## config.mk

```make
export PLATFORM = sky130hd
export DESIGN_NAME = reset_clock_irq_pin_logic
export DESIGN_NICKNAME = d
export VERILOG_FILES = /design/src/rtl/pin_ctl_pkg.sv /design/src/rtl/reset_clock_irq_pin_logic.sv
export SDC_FILE = /design/constraint.sdc
export NUM_CORES = 1
export LEC_CHECK = 0
export BUFFER_PORTS_ARGS = -buffer_cell sky130_fd_sc_hd__buf_2
export CORE_AREA = 2 2 58 60
export CTS_CLUSTER_DIAMETER = 40
export DETAILED_ROUTE_END_ITERATION = 12
export DIE_AREA = 0 0 60 62
export PLACE_DENSITY_LB_ADDON = 0.2
export SYNTH_ARGS = -nofsm -noshare
export SYNTH_HDL_FRONTEND = slang
export SYNTH_SLANG_ARGS = --single-unit
```

## constraint.sdc

```tcl
create_clock -name mclk_i -period 2.35 [get_ports mclk_i]
set_input_delay 0.1175 -clock mclk_i [delete_from_list [all_inputs] [get_ports mclk_i]]
set_output_delay 0.1175 -clock mclk_i [all_outputs]
set_load 0.03 [all_outputs]
```

## src/rtl/pin_ctl_pkg.sv

```systemverilog
package pin_ctl_pkg;

  // Oscillator cycles per bus-phase period (divide by four).
  localparam int unsigned BUS_DIV = 4;
  // Divider phase at which the bus-phase clock rises.
  localparam logic [1:0] PHASE_HIGH = 2'h2;
  // Reset value of the divider phase.
  localparam logic [1:0] PHASE_RST = 2'h0;
  // Internal reset stretch in bus-phase cycles before the pin is released.
  localparam logic [3:0] DRIVE_BUS_CYC = 4'h4;
  // Pin rise limit for an internal cause, in bus-phase cycles.
  localparam logic [3:0] RISE_LIMIT_BUS_CYC = 4'h2;
  // Rise limit counted in oscillator cycles.
  localparam logic [5:0] RISE_LIMIT_CYC = 6'(RISE_LIMIT_BUS_CYC * BUS_DIV);
  // Drive length counted in oscillator cycles.
  localparam logic [5:0] DRIVE_CYC = 6'(DRIVE_BUS_CYC * BUS_DIV);
  // Interrupt trigger mode after reset: level sensitive.
  localparam logic IRQ_EDGE_RST = 1'b0;
  // Nonmaskable mask bit value after reset: set.
  localparam logic XMASK_RST = 1'b1;

  // Reset sequencer states.
  typedef enum logic [1:0] {
    ST_RUN   = 2'b00,
    ST_DRIVE = 2'b01,
    ST_WATCH = 2'b10,
    ST_HOLD  = 2'b11
  } rst_state_t;

endpackage

```

## src/rtl/reset_clock_irq_pin_logic.sv

```systemverilog
`timescale 1ns/1ps
`default_nettype none
module reset_clock_irq_pin_logic
  import pin_ctl_pkg::*;
(
  input  wire logic mclk_i,
  input  wire logic rst_i,
  input  wire logic clk_en_i,
  input  wire logic rst_pin_i,
  output logic      rst_pin_o,
  output logic      rst_pin_oe_o,
  input  wire logic watchdog_fail_i,
  input  wire logic clkmon_fail_i,
  output logic      core_rst_o,
  output logic      rst_internal_o,
  output logic      rst_class_valid_o,
  input  wire logic stop_i,
  input  wire logic single_chip_i,
  input  wire logic bus_clk_off_i,
  output logic      bus_clk_o,
  output logic      proc_phase_o,
  output logic      access_phase_o,
  output logic      osc_drive_output_o,
  input  wire logic irq_n_i,
  input  wire logic irq_edge_wr_i,
  input  wire logic irq_edge_val_i,
  output logic      irq_edge_o,
  input  wire logic irq_ack_i,
  output logic      irq_req_o,
  input  wire logic xmask_clr_i,
  input  wire logic nonmaskable_irq_pin_n_i,
  output logic      xmask_o,
  output logic      nonmaskable_irq_pin_req_o
);

  // Three-stage synchronisers; stage 1 feeds only stage 2.
  logic [2:0] rpin_q;
  logic [2:0] irq_q;
  logic [2:0] nonmaskable_irq_pin_q;
  logic       rpin_s_q;
  logic       irq_s_q;
  logic       nonmaskable_irq_pin_s_q;
  logic [1:0] phase_q;
  logic       bus_clk_q;
  rst_state_t state_q;
  rst_state_t state_d;
  logic [5:0] cnt_q;
  logic [5:0] cnt_d;
  logic       internal_q;
  logic       class_valid_q;
  logic       edge_mode_q;
  logic       irq_pend_q;
  logic       xmask_q;

  wire fail_w        = watchdog_fail_i | clkmon_fail_i;
  wire pin_lo_w      = (rpin_q[2] == rpin_q[1]) ? ~rpin_q[2] : ~rpin_s_q;
  wire irq_lvl_w     = (irq_q[2] == irq_q[1]) ? irq_q[2] : irq_s_q;
  wire nonmaskable_irq_pin_lvl_w    = (nonmaskable_irq_pin_q[2] == nonmaskable_irq_pin_q[1]) ? nonmaskable_irq_pin_q[2] : nonmaskable_irq_pin_s_q;
  wire irq_fall_w    = irq_s_q & ~irq_lvl_w;
  wire in_reset_w    = (state_q != ST_RUN);
  wire clk_run_w     = clk_en_i & ~stop_i;
  wire bus_off_w     = single_chip_i & bus_clk_off_i;

  // Pin synchronisers run on clock enable only; stop freezes only the divider.
  // async capture
  always_ff @(posedge mclk_i or posedge rst_i) begin
    if (rst_i) begin
      rpin_q   <= 3'h7;
      irq_q    <= 3'h7;
      nonmaskable_irq_pin_q   <= 3'h7;
      rpin_s_q <= 1'b1;
      irq_s_q  <= 1'b1;
      nonmaskable_irq_pin_s_q <= 1'b1;
    end else if (clk_en_i) begin
      rpin_q   <= {rpin_q[1:0], rst_pin_i};
      irq_q    <= {irq_q[1:0], irq_n_i};
      nonmaskable_irq_pin_q   <= {nonmaskable_irq_pin_q[1:0], nonmaskable_irq_pin_n_i};
      rpin_s_q <= ~pin_lo_w;
      irq_s_q  <= irq_lvl_w;
      nonmaskable_irq_pin_s_q <= nonmaskable_irq_pin_lvl_w;
    end
  end

  // Divider: two oscillator cycles low, two high.
  // divide and halt
  always_ff @(posedge mclk_i or posedge rst_i) begin
    if (rst_i) begin
      phase_q   <= PHASE_RST;
      bus_clk_q <= 1'b0;
    end else if (clk_run_w) begin
      phase_q   <= phase_q + 2'h1;
      bus_clk_q <= ((phase_q + 2'h1) >= PHASE_HIGH);
    end
  end

  assign proc_phase_o   = ~bus_clk_q;
  assign access_phase_o = bus_clk_q;
  assign bus_clk_o          = bus_clk_q & ~bus_off_w;
  assign osc_drive_output_o = ~clk_en_i;

  // Reset sequencer: drive, release, then time the rise.
  always_comb begin
    state_d = state_q;
    cnt_d   = cnt_q;
    case (state_q)
      ST_RUN: begin
        if (fail_w) begin
          state_d = ST_DRIVE;
          cnt_d   = 6'h00;
        end else if (pin_lo_w) begin
          state_d = ST_HOLD;
        end
      end
      ST_DRIVE: begin
        cnt_d = cnt_q + 6'h01;
        if (cnt_q == DRIVE_CYC - 6'h01) begin
          state_d = ST_WATCH;
          cnt_d   = 6'h00;
        end
      end
      ST_WATCH: begin
        cnt_d = cnt_q + 6'h01;
        if (!pin_lo_w || cnt_q == RISE_LIMIT_CYC) begin
          state_d = pin_lo_w ? ST_HOLD : ST_RUN;
        end
      end
      ST_HOLD: begin
        if (!pin_lo_w) begin
          state_d = ST_RUN;
        end
      end
      default: state_d = ST_RUN;
    endcase
  end

  // Sequencer state and cause classification.
  // classify cause
  always_ff @(posedge mclk_i or posedge rst_i) begin
    if (rst_i) begin
      state_q       <= ST_RUN;
      cnt_q         <= 6'h00;
      internal_q    <= 1'b0;
      class_valid_q <= 1'b0;
    end else if (clk_en_i) begin
      state_q <= state_d;
      cnt_q   <= cnt_d;
      if (state_q == ST_WATCH && state_d == ST_RUN) begin
        internal_q    <= (cnt_q < RISE_LIMIT_CYC);
        class_valid_q <= 1'b1;
      end else if (state_q == ST_HOLD && state_d == ST_RUN) begin
        internal_q    <= 1'b0;
        class_valid_q <= 1'b1;
      end
    end
  end

  // Open drain: output value is always low, only the enable moves.
  // open drain
  assign rst_pin_o    = 1'b0;
  assign rst_pin_oe_o = (state_q == ST_DRIVE);
  assign core_rst_o        = in_reset_w;
  assign rst_internal_o    = internal_q;
  assign rst_class_valid_o = class_valid_q;

  // Trigger mode, pending edge and nonmaskable mask.
  // The edge latch lets a set win over a same-cycle acknowledge.
  always_ff @(posedge mclk_i or posedge rst_i) begin
    if (rst_i) begin
      edge_mode_q <= IRQ_EDGE_RST;
      irq_pend_q  <= 1'b0;
      xmask_q     <= XMASK_RST;
    end else if (clk_en_i) begin
      if (in_reset_w) begin
        edge_mode_q <= IRQ_EDGE_RST;
        irq_pend_q  <= 1'b0;
        xmask_q     <= XMASK_RST;
      end else begin
        if (irq_edge_wr_i) begin
          edge_mode_q <= irq_edge_val_i;
        end
        if (irq_fall_w) begin
          irq_pend_q <= 1'b1;
        end else if (irq_ack_i) begin
          irq_pend_q <= 1'b0;
        end
        if (xmask_clr_i) begin
          xmask_q <= 1'b0;
        end
      end
    end
  end

  assign irq_edge_o = edge_mode_q;
  assign irq_req_o  = ~in_reset_w & (edge_mode_q ? irq_pend_q : ~irq_s_q);
  assign xmask_o    = xmask_q;
  assign nonmaskable_irq_pin_req_o = ~in_reset_w & ~xmask_q & ~nonmaskable_irq_pin_s_q;
endmodule
`default_nettype wire
```

Word level (Yosys, flattened, before mapping)
Cells that the tools add are included.
{"block": "word_totals", "romBits": 0, "in_bits": 15, "elab_cells": 90, "n_memories": 0, "out_inout_bits": 13, "reg_bits": 28, "latch_bits": 0, "mem_bits_rw": 0}
{"block": "op_classes", "n_shift": 0, "div_mod_pow": 0, "addsub": 2, "multipliers": 0, "n_reduce_logical": 18, "magnitude_cmp": 2, "n_eq_ne": 9, "mux": 24, "bitwise_logic": 20}
{"cell": "$pmux 6 s3", "n": 1}
{"cell": "$mux 1", "n": 14}
{"cell": "$eq 6x4->1 const B", "n": 2}
{"cell": "$mux 2", "n": 6}
{"cell": "$mux 6", "n": 2}
{"cell": "$not 1->1", "n": 12}
{"cell": "$reduce_and 2->1", "n": 5}
{"cell": "$pmux 2 s4", "n": 1}
{"cell": "$reduce_bool 2->1", "n": 4}
{"cell": "$and 1x1->1", "n": 7}
{"cell": "$add 6x1->6 const B", "n": 1}
{"cell": "$lt 6x4->1 const B", "n": 1}
{"cell": "$reduce_bool 3->1", "n": 2}
{"cell": "$eq 2x2->1 const B", "n": 2}
{"cell": "$logic_not 2->1", "n": 2}
{"cell": "$eq 1x1->1", "n": 3}
{"cell": "$reduce_and 3->1", "n": 1}
{"cell": "$add 2x1->2 const B", "n": 1}
{"cell": "$eq 2x1->1 const B", "n": 1}
{"cell": "$ge 2x2->1 const B", "n": 1}
{"cell": "$logic_and 1x1->1", "n": 2}
{"cell": "$ne 2x2->1 const B", "n": 1}
{"cell": "$logic_not 1->1", "n": 1}
{"cell": "$logic_or 1x1->1", "n": 1}
{"cell": "$or 1x1->1", "n": 1}

Depth between registers and ports, before layout
{"block": "depth", "ltp_word": 10, "depth_mapped": 7, "ltp_nobuf": 7}

Least setup slack after synthesis
OpenSTA, ideal clock, no wires.
{"block": "synth_timing", "path_kind": "flip-flop to flip-flop", "from": "register state_q[0]", "to": "register internal_q (netlist: rst_internal_o)", "t_required_ns": 2.222, "path_stages_with_launch": 8, "t_arrival_ns": 2.063, "n_path_buf": 0, "setup_time_ns": 0.128, "period_less_slack_ns": 2.190, "path_slack_ns": 0.160, "cell_sequence": "dfrtp_1 inv_1 ha_1 or3b_4 o32a_1 o32a_1 nand4_2 mux2_1"}
{"block": "synth_between", "elab_chain_len": 7, "word_cells_on_any_way": 16, "classes_between": "eq/ne (3); mux (7); reduce/logical (6)"}
{"element": "start: declaration", "line": "reset_clock_irq_pin_logic.sv:45", "rtl": "rst_state_t state_q;"}
{"element": "start signal: assignment", "line": "reset_clock_irq_pin_logic.sv:145", "rtl": "state_q <= state_d;"}
{"element": "$mux 2", "line": "reset_clock_irq_pin_logic.sv:110", "rtl": "end else if (pin_lo_w) begin"}
{"element": "$mux 2", "line": "reset_clock_irq_pin_logic.sv:107", "rtl": "if (fail_w) begin"}
{"element": "$pmux 2 s4", "line": "reset_clock_irq_pin_logic.sv:105", "rtl": "case (state_q)"}
{"element": "$logic_not 2->1", "line": "reset_clock_irq_pin_logic.sv:147, reset_clock_irq_pin_logic.sv:150"}
{"element": "$logic_and 1x1->1 (on tied branches)", "line": "reset_clock_irq_pin_logic.sv:147, reset_clock_irq_pin_logic.sv:150"}
{"element": "$reduce_bool 2->1 (no source line)"}
{"element": "$reduce_and 2->1 (no source line)"}
{"element": "end signal: assignment", "line": "reset_clock_irq_pin_logic.sv:148", "rtl": "internal_q <= (cnt_q < RISE_LIMIT_CYC);"}
{"element": "end: declaration", "line": "reset_clock_irq_pin_logic.sv:49", "rtl": "logic internal_q;"}
Several ways; a longest one is shown, not always the timed one.
A chain may end at the register's enable or synchronous reset.

Worst setup path in the final report
Same ends and word-level chain as after synthesis.

==> results.toml <==
[synthesis]
synth_cell_type_count = 38
synth_seq_cells = 27
syn_nets = 163
synthTopCellsByArea = "dfrtp_1 25%, dfstp_2 24%, mux2_2 6.3%"
synth_top_area_cell = "dfrtp_1"
syn_area_um2 = 1420
synth_top_area_frac = 0.247
yosysWarnings = 0
synth_edf_count = 0
dominantRegCellSynth = "dfrtp_1"
syn_inst = 142
synthArstFlopShare = 1.00
syn_area_per_cell_um2 = 10.0
seq_area_frac_synth = 0.487

[sta]
rsz0062_at_grt = "no"
finalSetupViolCount = 0
slew_headroom = 0.588
min_period_ps = 2220
whs_ps = 40.4
fin_crit_sh = 0.946
fmax_mhz = 450
final_max_slew_viol_count = 0
worst_pin_slew_ps = 618
hold_viol = 0
fin_setup_tns_ps = 0
clock_skew_ps = 1.25

[clocking]
cts_resized = 0
cts_setup_buffers = 0
clockRootBuffer = "clkbuf_4"
htree_levels = 1
cts.path.max_buffers = 2
clkTransAtPathRegs_ps = 160
cts_tree = "yes"
clk_latency_ps = 340
hold_buffers = 5
numCtsBuffers = 3
clock_sinks = 27

[final_layout]
fillCellCount = 291
multi_input_area_um2 = 664
diodes = 0
finalNetCount = 198
drive_gt1_frac = 0.347
synthToLayoutAreaGrowth_pct = 19.2
regArea_um2 = 692

[power_and_ir_drop]
ir_drop_mv = 0.423
power_mw = 1.84
p_leak_nw = 0.761
power_density_nw_per_um2 = 1090

[routing]
vias_per_cell = 5.19
drc = 0
wl_per_cell_um = 12.6
drt-pass1-iter-count = 4
wl_mm = 2.80
ant_nets = 0
initialDrtViolationCount = 36
via_count = 1152

[global_route]
grt_pass1_wl_mm = 4.86
overflow = 0
antenna_found_initial = 0
groute.usage.overall = 0.171
grt_pass1_vias = 1138
grt_max_degree = 18

[worst_setup_path]
worstPathMaxFanout = 4
endpoint_kind = "flop"
slowest_stage = "dfrtp_1"
required_ps = 2600
worst_path_largest_cell_delay_ps = 410
path_cells = "inv_1 > ha_1 > or3b_4 > o32a_1 > o32a_1 > nand4_2 > mux2_1"
crit_top_cell = "o32a_1"
critical_path_class = "flop to flop"
critPathLaunchType = "flop"
arrival_ps = 2470

[run_status]
outcome = "complete, no violations"

[die]
die_h_um = 62
die_area_um2 = 3720
initial_core_util = 0.447
io_pins = 28
num_rows = 21
fp.coreArea_um2 = 3180
die_x_um = 60

[worst_hold_path]
hp-class = "input pin to flop"

[flow_run]
cap_violations = 0

[place]
place.gp.congestion = 0.886
dp_hpwl_mm = 2.12
port_buffers = 26
[layout make-up]
type / count / area share
inverters: 12 / 0.0266
flip-flops and latches: 27 / 0.409
well taps: 46 / 0.0340
repair buffers: 34 / 0.120
clock inverters: 1 / 0.00517
multi-input cells: 99 / 0.392
clock buffers: 3 / 0.0133
[worst max-delay path, delay by kind of cell, from the launching register on]
family / cells / cell delay [ps]
AO/OA/AOI/OAI: 2 / 640
AND/OR/NAND/NOR: 2 / 490
flip-flops: 1 / 410
multiplexers: 1 / 320
adder cells (fa/ha/maj): 1 / 190
buffers and inverters: 1 / 80
[state kept, by name (all words and copies together) (netlist names), 2 cells and up]
name                   flops
state_q                    2
cnt_q                      6
irq_q                      3
phase_q                    2
rpin_q                     3
nonmaskable_irq_pin_q      3
[layout by cell type (no fill, tap or decap), drive strengths merged, types with 5 or more instances in the layout]
cell,Yosys,layout
nand2,9,9
dlygate4sd3,0,5
ha,6,6
inv,11,12
dfstp,13,13
a21oi,11,11
dfrtp,14,14
mux2,9,9
buf,1,29
nor2,9,9
o21ai,19,19
[power by group]
part / internal [mW] / total, mW / switching (mW)
clock: 0.0698 / 0.223 / 0.153
combinational: 0.328 / 0.872 / 0.544
sequential: 0.626 / 0.746 / 0.120
total: 1.02 / 1.84 / 0.817
[cells by family (layout without fill, tap and decap cells)]
family / Yosys count / in the layout / share of synthesized area
AOI/OAI and AO/OA: 44 / 44 / 0.190
and+or+nand+nor: 36 / 36 / 0.131
DFF: 27 / 27 / 0.487
buffers and inverters: 16 / 50 / 0.0449
muxes: 9 / 9 / 0.0714
adders and majority gates: 7 / 7 / 0.0599
xor gates and xnor gates: 2 / 2 / 0.0123
other: 1 / 1 / 0.00264
[metal layers]
metal  share of wire  wire length (µm)  track usage  vias to the layer above
met5               0                 0            0                        -
met4          0.0068                19       0.0381                        0
met3           0.036               102       0.0373                        5
met2            0.51              1440        0.303                       18
met1            0.44              1240        0.215                      563
li1                -                 -            -                      566
[final timing paths]
kind | startpoint | endpoint | slack, ps | depth (start not counted)
max reg2reg | state_q[0] | rst_internal_o | 130 | 7
min reg2reg | rst_class_valid_o | rst_class_valid_o | 480 | 1
min in group asynchronous | rst_i | rst_class_valid_o | 370 | 3
max | state_q[0] | rst_internal_o | 130 | 7
min | stop_i | phase_q[0] | 40 | 3
max in group asynchronous | rst_i | rpin_q[2] | 1310 | 4
[stage by stage]
step	instance area (µm²)	setup WS [ps]	instances	util
2_1_floorplan	1420	160	142	-
3_3_place_gp	1610	176	213	0.507
3_5_place_dp	1610	139	213	0.507
4_1_cts	1690	135	222	0.532
5_1_grt	1690	39.8	222	0.532
6_report	1690	127	222	0.532
[synth_stat cells (3+ instances only)]
cell      number
nand2b_1       3
nand2_1        9
mux2_2         8
nor3_1         3
clkbuf_1       3
o32a_1         3
ha_1           6
dfstp_2       13
inv_1         11
o21ai_0       17
nor2_1         9
dfrtp_1       14
nand3_1        4
a21oi_1       11
(Power assumes the default switching activity.)
